**src/osc_consts.svh**
```systemverilog
// Register offsets, field positions, reset values and line limits of the display control block
`ifndef OSC_CONSTS_SVH
`define OSC_CONSTS_SVH

// ---------------------------------------------------------------
// Register offsets
// ---------------------------------------------------------------
`define OSC_ADDR_ROW_START 16'h001e
`define OSC_ADDR_ROW_END 16'h001f
`define OSC_ADDR_LINE_COUNT 16'h0045
`define OSC_ADDR_STATUS 16'h0046
`define OSC_ADDR_POLARITY 16'hfe0a

// ---------------------------------------------------------------
// Pin polarity control fields
// ---------------------------------------------------------------
`define OSC_POL_HSYNC 6
`define OSC_POL_VSYNC 5
`define OSC_POL_FIELD 4
`define OSC_POL_COLOUR 3
`define OSC_POL_FBLANK 2
`define OSC_POL_INTENS 1
`define OSC_POL_MASK 8'h7e

// ---------------------------------------------------------------
// Status fields
// ---------------------------------------------------------------
`define OSC_ST_MATCH 7
`define OSC_ST_VSEDGE 6
`define OSC_ST_HSVIEW 5
`define OSC_ST_VSVIEW 4
`define OSC_ST_VCO 2
`define OSC_ST_SLICER 1
`define OSC_ST_PLL 0

// ---------------------------------------------------------------
// Row start and row end fields and line limits
// ---------------------------------------------------------------
`define OSC_RS_MODE 6
`define OSC_RS_BLINK 5
`define OSC_RS_MASK 8'h7f
`define OSC_RE_MASK 8'h1f
`define OSC_MAX_LINE_CAPTION 5'h0c
`define OSC_MAX_LINE_OSD 5'h11

// ---------------------------------------------------------------
// Reset values
// ---------------------------------------------------------------
`define OSC_RST_BYTE 8'h00

`endif

```
**src/osc_pkg.sv**
```systemverilog
// Types shared by the display control block
package osc_pkg;

	// ---------------------------------------------------------------
	// Register port request
	// ---------------------------------------------------------------
	typedef struct packed {
		logic [15:0] addr;
		logic [7:0] wdata;
		logic wr;
		logic rd;
	} osc_bus_req_t;

	// ---------------------------------------------------------------
	// One pixel of video towards the mixer
	// ---------------------------------------------------------------
	typedef struct packed {
		logic red;
		logic green;
		logic blue;
		logic intensity;
		logic fast_blank;
	} osc_pixel_t;

	// Rendering mode of a row
	typedef enum logic {
		OSC_MODE_OSD,
		OSC_MODE_CAPTION
	} osc_mode_t;

endpackage : osc_pkg

```
**src/osc_sync_edge.sv**
```systemverilog
// Two-stage synchroniser with polarity correction and leading edge detect
module osc_sync_edge (
	input wire logic core_clk,
	input wire logic reset,
	input wire logic pin,
	input wire logic invert,
	output logic level_r,
	output logic lead
);

	logic meta_r;
	logic stable_r;
	logic prev_r;

	// First stage read only by the second one
	always_ff @(posedge core_clk) begin
		if (reset) begin
			meta_r <= 1'b0;
			stable_r <= 1'b0;
		end else begin
			meta_r <= pin;
			stable_r <= meta_r;
		end
	end

	// Polarity applied after the synchroniser
	always_ff @(posedge core_clk) begin
		if (reset) begin
			level_r <= 1'b0;
			prev_r <= 1'b0;
		end else begin
			level_r <= stable_r ^ invert;
			prev_r <= level_r;
		end
	end

	// Flipping the polarity can fake one edge; software does it only outside sync
	assign lead = level_r & ~prev_r;

endmodule : osc_sync_edge

```
**src/osc_row_rank.sv**
```systemverilog
// Double-ranked row register: software rank plus working rank
module osc_row_rank #(
	parameter int WIDTH = 8
) (
	input wire logic core_clk,
	input wire logic reset,
	input wire logic wr,
	input wire logic [WIDTH-1:0] wdata,
	input wire logic copy,
	output logic [WIDTH-1:0] ext_r,
	output logic [WIDTH-1:0] int_r
);

	// Software rank
	always_ff @(posedge core_clk) begin
		if (reset) begin
			ext_r <= '0;
		end else if (wr) begin
			ext_r <= wdata;
		end
	end

	// Working rank; a write in the copy cycle is taken straight through
	always_ff @(posedge core_clk) begin
		if (reset) begin
			int_r <= '0;
		end else if (copy) begin
			int_r <= wr ? wdata : ext_r;
		end
	end

endmodule : osc_row_rank

```
**src/osc_top.sv**
```systemverilog
// Display sync, polarity, status and row control with its register port
`include "osc_consts.svh"

module osc_top (
	input wire logic core_clk,
	input wire logic reset,
	input osc_pkg::osc_bus_req_t bus_req,
	output logic [7:0] bus_rdata_r,
	input wire logic hsync_pin,
	input wire logic vsync_pin,
	input wire logic caption_slicer_field,
	input wire logic pll_clk_pin,
	input wire logic [7:0] event_line_target,
	input wire logic line_match_irq_en,
	input wire logic vsync_irq_en,
	input wire logic rank_copy_en,
	input wire logic global_flash_phase,
	input wire logic peripheral_test_mode,
	input wire logic cpu_test_mode,
	input wire logic cpu_wait,
	input wire logic cpu_stop,
	input wire logic [4:0] row_line_idx,
	input osc_pkg::osc_pixel_t fg_pix,
	input osc_pkg::osc_pixel_t bg_pix,
	input wire logic ctrl_char_valid,
	input wire logic [1:0] ctrl_char_attr,
	output osc_pkg::osc_pixel_t pix_out_r,
	output logic field_out_r,
	output logic row_render_mode_r,
	output logic slicer_analog_test_r,
	output logic pll_self_test_r,
	output logic osd_irq_r
);

	// ---------------------------------------------------------------
	// Declarations
	// ---------------------------------------------------------------
	logic [7:0] polarity_r;
	logic [7:0] line_count_value_r;
	logic line_update_r;
	logic line_match_flag_r;
	logic vsync_edge_flag_r;
	logic vco_observe_test_r;
	logic pll_half_r;
	logic row_blink_r;
	logic [7:0] row_start_ext;
	logic [7:0] row_start_int;
	logic [7:0] row_end_ext;
	logic [7:0] row_end_int;
	logic hsync_level_view;
	logic vsync_level_view;
	logic hsync_lead;
	logic vsync_lead;
	logic field_level;
	logic pll_lead;
	logic match_hit;
	logic rank_copy;
	logic test_mode;
	logic wr_status;
	logic wr_row_start;
	logic wr_row_end;
	logic wr_polarity;
	logic row_visible;
	logic [7:0] rdata_nxt;
	osc_pkg::osc_mode_t mode;
	osc_pkg::osc_pixel_t pix_nxt;

	// ---------------------------------------------------------------
	// Helper functions
	// ---------------------------------------------------------------
	// Highest line number a row may use in the given mode
	function automatic logic [4:0] osc_max_line(input osc_pkg::osc_mode_t m);
		osc_max_line = (m == osc_pkg::OSC_MODE_CAPTION) ? `OSC_MAX_LINE_CAPTION : `OSC_MAX_LINE_OSD;
	endfunction : osc_max_line

	// Address compare used by every write decode
	function automatic logic osc_hit(input logic [15:0] a, input logic [15:0] target);
		osc_hit = (a == target);
	endfunction : osc_hit

	// ---------------------------------------------------------------
	// Input synchronisers
	// ---------------------------------------------------------------
	osc_sync_edge u_hsync (
		.core_clk(core_clk),
		.reset(reset),
		.pin(hsync_pin),
		.invert(polarity_r[`OSC_POL_HSYNC]),
		.level_r(hsync_level_view),
		.lead(hsync_lead)
	);

	osc_sync_edge u_vsync (
		.core_clk(core_clk),
		.reset(reset),
		.pin(vsync_pin),
		.invert(polarity_r[`OSC_POL_VSYNC]),
		.level_r(vsync_level_view),
		.lead(vsync_lead)
	);

	osc_sync_edge u_field (
		.core_clk(core_clk),
		.reset(reset),
		.pin(caption_slicer_field),
		.invert(polarity_r[`OSC_POL_FIELD]),
		.level_r(field_level),
		.lead()
	);

	osc_sync_edge u_pll (
		.core_clk(core_clk),
		.reset(reset),
		.pin(pll_clk_pin),
		.invert(1'b0),
		.level_r(),
		.lead(pll_lead)
	);

	// ---------------------------------------------------------------
	// Write decode
	// ---------------------------------------------------------------
	assign test_mode = peripheral_test_mode | cpu_test_mode;
	assign wr_status = bus_req.wr & osc_hit(bus_req.addr, `OSC_ADDR_STATUS);
	assign wr_row_start = bus_req.wr & osc_hit(bus_req.addr, `OSC_ADDR_ROW_START);
	assign wr_row_end = bus_req.wr & osc_hit(bus_req.addr, `OSC_ADDR_ROW_END);
	assign wr_polarity = bus_req.wr & osc_hit(bus_req.addr, `OSC_ADDR_POLARITY);

	// Polarity register; unimplemented bits stay zero
	always_ff @(posedge core_clk) begin
		if (reset) begin
			polarity_r <= `OSC_RST_BYTE;
		end else if (wr_polarity) begin
			polarity_r <= bus_req.wdata & `OSC_POL_MASK;
		end
	end

	// ---------------------------------------------------------------
	// Scan line counter and line match
	// ---------------------------------------------------------------
	// Vertical sync restarts the field, each horizontal sync steps it
	always_ff @(posedge core_clk) begin
		if (reset) begin
			line_count_value_r <= `OSC_RST_BYTE;
			line_update_r <= 1'b0;
		end else begin
			line_update_r <= vsync_lead | hsync_lead;
			if (vsync_lead) begin
				line_count_value_r <= 8'h00;
			end else if (hsync_lead) begin
				line_count_value_r <= line_count_value_r + 8'h01;
			end
		end
	end

	// Checked only once per new line so a slow line yields one event
	assign match_hit = line_update_r & (line_count_value_r == event_line_target);
	assign rank_copy = match_hit & rank_copy_en;

	// ---------------------------------------------------------------
	// Status flags and test bits
	// ---------------------------------------------------------------
	// A new event in the clearing cycle wins over the write
	always_ff @(posedge core_clk) begin
		if (reset) begin
			line_match_flag_r <= 1'b0;
			vsync_edge_flag_r <= 1'b0;
		end else begin
			line_match_flag_r <= match_hit | (line_match_flag_r & ~wr_status);
			vsync_edge_flag_r <= vsync_lead | (vsync_edge_flag_r & ~wr_status);
		end
	end

	// Test bits ignore writes outside test mode
	always_ff @(posedge core_clk) begin
		if (reset) begin
			vco_observe_test_r <= 1'b0;
			slicer_analog_test_r <= 1'b0;
			pll_self_test_r <= 1'b0;
		end else if (wr_status && test_mode) begin
			vco_observe_test_r <= bus_req.wdata[`OSC_ST_VCO];
			slicer_analog_test_r <= bus_req.wdata[`OSC_ST_SLICER];
			pll_self_test_r <= bus_req.wdata[`OSC_ST_PLL];
		end
	end

	// One request line for both sources; held off while the core waits
	always_ff @(posedge core_clk) begin
		if (reset) begin
			osd_irq_r <= 1'b0;
		end else begin
			osd_irq_r <= ~cpu_wait & ((line_match_flag_r & line_match_irq_en) |
				(vsync_edge_flag_r & vsync_irq_en));
		end
	end

	// ---------------------------------------------------------------
	// Row registers
	// ---------------------------------------------------------------
	osc_row_rank #(
		.WIDTH(8)
	) u_row_start (
		.core_clk(core_clk),
		.reset(reset),
		.wr(wr_row_start),
		.wdata(bus_req.wdata & `OSC_RS_MASK),
		.copy(rank_copy),
		.ext_r(row_start_ext),
		.int_r(row_start_int)
	);

	osc_row_rank #(
		.WIDTH(8)
	) u_row_end (
		.core_clk(core_clk),
		.reset(reset),
		.wr(wr_row_end),
		.wdata(bus_req.wdata & `OSC_RE_MASK),
		.copy(rank_copy),
		.ext_r(row_end_ext),
		.int_r(row_end_int)
	);

	assign mode = row_start_int[`OSC_RS_MODE] ? osc_pkg::OSC_MODE_CAPTION : osc_pkg::OSC_MODE_OSD;

	// Mode output for the fetch path: matrix size and character store
	always_ff @(posedge core_clk) begin
		if (reset) begin
			row_render_mode_r <= 1'b0;
		end else begin
			row_render_mode_r <= row_start_int[`OSC_RS_MODE];
		end
	end

	// Blink starts from the row value; control characters may change it.
	// Caption codes carry blink in bit 0, display codes in bit 1.
	always_ff @(posedge core_clk) begin
		if (reset) begin
			row_blink_r <= 1'b0;
		end else if (rank_copy || hsync_lead) begin
			row_blink_r <= rank_copy ? (wr_row_start ? bus_req.wdata[`OSC_RS_BLINK] :
				row_start_ext[`OSC_RS_BLINK]) : row_start_int[`OSC_RS_BLINK];
		end else if (ctrl_char_valid) begin
			row_blink_r <= (mode == osc_pkg::OSC_MODE_CAPTION) ? ctrl_char_attr[0] :
				ctrl_char_attr[1];
		end
	end

	// Lines past the mode limit are never shown; the limit shows the last line
	assign row_visible = (row_line_idx >= row_start_int[4:0]) &&
		(row_line_idx <= row_end_int[4:0]) &&
		(row_line_idx <= osc_max_line(mode));

	// ---------------------------------------------------------------
	// Video output
	// ---------------------------------------------------------------
	// Half PLL rate divider for the observation test
	always_ff @(posedge core_clk) begin
		if (reset) begin
			pll_half_r <= 1'b0;
		end else if (pll_lead) begin
			pll_half_r <= ~pll_half_r;
		end
	end

	// Logical pixel, then pin polarity; stop mode leaves no fetch data
	always_comb begin
		pix_nxt = '0;
		if (!cpu_stop && row_visible) begin
			pix_nxt = (row_blink_r && global_flash_phase) ? bg_pix : fg_pix;
		end
		pix_nxt.red = pix_nxt.red ^ polarity_r[`OSC_POL_COLOUR];
		pix_nxt.green = pix_nxt.green ^ polarity_r[`OSC_POL_COLOUR];
		pix_nxt.blue = pix_nxt.blue ^ polarity_r[`OSC_POL_COLOUR];
		pix_nxt.intensity = pix_nxt.intensity ^ polarity_r[`OSC_POL_INTENS];
		pix_nxt.fast_blank = vco_observe_test_r ? pll_half_r :
			(pix_nxt.fast_blank ^ polarity_r[`OSC_POL_FBLANK]);
	end

	// Registered pins for clean edges at the mixer
	always_ff @(posedge core_clk) begin
		if (reset) begin
			pix_out_r <= '0;
			field_out_r <= 1'b0;
		end else begin
			pix_out_r <= pix_nxt;
			field_out_r <= field_level;
		end
	end

	// ---------------------------------------------------------------
	// Read port
	// ---------------------------------------------------------------
	// Unmapped addresses read zero
	always_comb begin
		rdata_nxt = 8'h00;
		unique case (bus_req.addr)
			`OSC_ADDR_ROW_START: rdata_nxt = row_start_ext;
			`OSC_ADDR_ROW_END: rdata_nxt = row_end_ext;
			`OSC_ADDR_LINE_COUNT: rdata_nxt = line_count_value_r;
			`OSC_ADDR_POLARITY: rdata_nxt = polarity_r;
			`OSC_ADDR_STATUS: begin
				rdata_nxt[`OSC_ST_MATCH] = line_match_flag_r;
				rdata_nxt[`OSC_ST_VSEDGE] = vsync_edge_flag_r;
				rdata_nxt[`OSC_ST_HSVIEW] = hsync_level_view;
				rdata_nxt[`OSC_ST_VSVIEW] = vsync_level_view;
				rdata_nxt[`OSC_ST_VCO] = vco_observe_test_r;
				rdata_nxt[`OSC_ST_SLICER] = slicer_analog_test_r & test_mode;
				rdata_nxt[`OSC_ST_PLL] = pll_self_test_r & test_mode;
			end
			default: rdata_nxt = 8'h00;
		endcase
	end

	// Data stands only in the cycle after the read strobe
	always_ff @(posedge core_clk) begin
		if (reset) begin
			bus_rdata_r <= 8'h00;
		end else begin
			bus_rdata_r <= bus_req.rd ? rdata_nxt : 8'h00;
		end
	end
endmodule : osc_top

```
**config.mk**
```make
export PLATFORM = sky130hd
export DESIGN_NAME = osc_top
export DESIGN_NICKNAME = d
export VERILOG_FILES = /design/src/osc_pkg.sv /design/src/osc_sync_edge.sv /design/src/osc_row_rank.sv /design/src/osc_top.sv
export VERILOG_INCLUDE_DIRS = /design/src
export SDC_FILE = /design/constraint.sdc
export NUM_CORES = 1
export LEC_CHECK = 0
export ABC_CLOCK_PERIOD_IN_PS = 3100
export BUFFER_PORTS_ARGS = -buffer_cell sky130_fd_sc_hd__buf_2
export CORE_AREA = 2 2 84 86
export DETAILED_ROUTE_END_ITERATION = 6
export DIE_AREA = 0 0 86 88
export PLACE_DENSITY_LB_ADDON = 0.05
export SLEW_MARGIN = 20
export SYNTH_ARGS = -nofsm -noshare
export SYNTH_HDL_FRONTEND = slang
export SYNTH_SLANG_ARGS = --single-unit
```
**constraint.sdc**
```tcl
create_clock -name core_clk -period 3.1 [get_ports core_clk]
set_input_delay 0.465 -clock core_clk [delete_from_list [all_inputs] [get_ports core_clk]]
set_output_delay 0.465 -clock core_clk [all_outputs]
set_load 0.02 [all_outputs]
```
==> results.py <==
metrics = {
    "drt": {
        "vias_per_cell": 5.348,
        "drt_iter0_markers": 122,
        "ant_nets": 0,
        "drc_errors": 0,
        "first_pass_iters": 4,
        "wl_per_cell_um": 14.49,
        "num_vias": 2856,
        "drt-total-wl_mm": 7.740,
    },
    "global_route": {
        "grt_pass1_vias": 2595,
        "grt-busiest-layer": "met2",
        "antenna_found_initial": 0,
        "met1_usage_pct": 29.81,
        "grt_pass1_wl_mm": 12.56,
        "use_met2_pct": 33.97,
        "grt_max_degree": 36,
        "met3_usage_pct": 4.241,
        "grt_usage_pct": 21.54,
        "gr-total-overflow": 0,
    },
    "cts": {
        "clock_path_buffers": 2,
        "cts_made_buffers": 9,
        "clkSinkCount": 77,
        "cts_tree": "done",
        "post_cts_buffers": 0,
        "path_clk_slew_ps": 90,
        "htree_num_levels": 3,
        "post_cts_resized": 0,
        "root_buffer": "clkbuf_8",
        "postCtsHoldBufs": 0,
        "worst_skew_pair.late_latency_ps": 340,
    },
    "sta": {
        "slew_headroom_pct": 57.43,
        "fmax_mhz": 402.0,
        "setup_viol": 0,
        "rsz0062_at_grt": "no",
        "hold_violations": 0,
        "worst_pin_slew_ps": 637.2,
        "fin_crit_sh_pct": 80.24,
        "finClkSkew_ps": 13.91,
        "finalCriticalPeriod_ps": 2487,
        "fin_tns_setup_ps": 0,
        "slew_violations": 0,
    },
    "yosys": {
        "ys_types": 47,
        "synth_edf_count": 0,
        "synth_top_area_share_pct": 44.62,
        "synth_top_area_cell": "dfxtp_1",
        "synthArstFlopShare_pct": 0,
        "syn_nets": 451,
        "ys_seq_area_share_pct": 44.62,
        "netlist_area_sq_mm": 0.003455,
        "synth_area_leaders": "dfxtp_1 (45%), ha_1 (5.4%), nor2_1 (5.0%)",
        "ys_seq_elements": 77,
        "synth_most_common_cell": "dfxtp_1",
        "yosys_warnings": 0,
        "syn_avg_cell_area_sq_um": 9.337,
        "synth-main-ff-cell": "dfxtp_1",
        "synth_common_cells": "dfxtp_1 (77), nor2_1 (46), a21oi_1 (24), nand2_1 (23)",
        "synthCells": 370,
    },
    "critical_path": {
        "crit_path_max_fanout": 7,
        "cp-start-kind": "flip-flop",
        "cp-end-kind": "flip-flop",
        "r2r-start": "u_row_start.int_r[6]",
        "r2r_cells": 8,
        "path_class": "flip-flop to flip-flop",
        "required_ps": 3340,
        "r2r_setup_slack_ps": 610,
        "rr_endpoint": "pix_out_r[3]",
        "cp.arrival_ps": 2730,
    },
    "status": {
        "run_status": "complete, no violations",
    },
    "die": {
        "initial_core_util_pct": 52.00,
        "fp.dieH_um": 88,
        "core_area_sq_mm": 0.006644,
        "io_pins": 84,
        "rows": 30,
        "dieArea_sq_mm": 0.007568,
        "dieWidth_um": 86,
    },
    "pwr": {
        "switching_share_pct": 24.68,
        "p_per_area_mw_per_mm2": 438.0,
        "pwr-share-seq_pct": 55.9,
        "total_power_uw": 1798,
        "comb_power_share_pct": 7.7,
        "p_int_uw": 1354,
        "p_sw_uw": 443.7,
        "p_leak_uw": 0.001638,
        "clock_power_share_pct": 36.4,
        "ir_worst_vdd_mv": 0.3119,
    },
    "cells_and_area": {
        "multi_input_area_sq_mm": 0.001793,
        "drive_gt1_share_pct": 25.77,
        "seqCellArea_sq_mm": 0.001541,
        "design_area_sq_mm": 0.004104,
        "area_delta_synth_final_pct": 18.80,
        "fillers": 603,
        "diodes": 0,
        "post-route-util_pct": 61.77,
        "final_nets": 531,
    },
    "worst_hold_path": {
        "hold-path-endpoint": "osd_irq_r",
        "min_path_cells": 2,
        "min_path_type": "input port to flip-flop",
        "holdCritStartpoint": "cpu_wait",
    },
    "run": {
        "maxCapViolations": 0,
    },
    "placement": {
        "dp.final_hpwl_mm": 5.868,
        "post_dp_cell_area_sq_mm": 0.003939,
        "place.gp.congestion": 0.8223,
        "io_buffers": 82,
    },
}
==> critical path, cell delays in order (launching register included) <==
cell and delay [ps]:
dfxtp_1 410, inv_1 120, ha_1 300, and3_1 180
a32oi_1 60, o22a_1 180, or4_1 570, a21oi_1 220
mux2_2 360
==> area by class of cell <==
type                       count  area share [%]
multi-input combinational    261           43.69
inverter                      13           1.189
timing repair buffer          88           11.10
tap                           80           2.439
sequential                    77           37.56
clock buffer                  10           3.110
clock inverter                 5          0.9146
==> flip-flops by register name, indices dropped and copies added, names as in the netlist, 5 cells and up <==
name	flops
polarity_r	6
line_count_value_r	8
u_row_end.ext_r	5
u_row_end.int_r	5
pix_out_r	5
u_row_start.int_r	7
u_row_start.ext_r	7
bus_rdata_r	8
==> how the worst max path moves through the flow <==
stage / from / endpoint / depth (start not counted)
after floorplan: row_line_idx[2] / pix_out_r[2] / 8
after global placement: row_line_idx[4] / pix_out_r[3] / 8
after detailed placement: row_line_idx[4] / pix_out_r[3] / 8
after CTS: u_row_start.int_r[6] / pix_out_r[3] / 8
after global routing: u_row_start.int_r[6] / pix_out_r[3] / 8
final: u_row_start.int_r[6] / pix_out_r[3] / 8
==> cells in the final DEF, fill, tap and decap left out, types with 3 or more instances in the layout <==
master    instances
nor3_1            4
nor4_1            3
mux2_2            8
inv_1            13
nand2b_1          4
and3_1            4
clkbuf_8          9
buf_4             6
a22oi_1           4
mux2i_1          16
nor2_1           46
dfxtp_1          77
a21oi_1          24
a211oi_1         15
xnor2_1          13
nand4_1           4
buf_2            82
nor2b_1          17
ha_1             15
o21ai_0           3
nand3_1          17
xor2_1            6
nand2_1          23
a222oi_1          5
==> metal layers <==
layer  wire [um]  up-vias
li1            -     1469
met1        3617     1292
met2        3532       90
met3         548        5
met4          41        0
met5           0        -
==> through the flow <==
step	setup WS [ps]	cells	hold WS, ps
after global routing	398.3	534	265.4
after floorplan	771.6	370	413.8
after global placement	473.6	519	415.9
final	612.5	534	289.0
after detailed placement	423.5	519	427.0
after CTS	587.9	534	274.9
==> cells by family (layout without fill, tap and decap cells) <==
| family | count (synthesis) | after routing | synth area share (%) |
|---|---|---|---|
| compound gates | 63 | 63 | 12.28 |
| xor+xnor | 19 | 19 | 4.817 |
| fa+ha+maj | 15 | 15 | 5.433 |
| buf+inv | 32 | 116 | 3.658 |
| flops | 77 | 77 | 44.62 |
| mux | 24 | 24 | 7.244 |
| simple gates | 140 | 140 | 21.95 |
==> power groups by stage <==
| stage | clock network, uW | registers [uW] | logic (uW) |
|---|---|---|---|
| final | 655 | 1010 | 138 |
| after global placement | 0 | 1030 | 135 |
| after CTS | 670 | 1010 | 139 |
| after global routing | 720 | 1010 | 156 |
| after detailed placement | 0 | 1030 | 139 |
| after floorplan | 0 | 1030 | 70.5 |
Note: power is estimated with default switching activity, not from simulation.
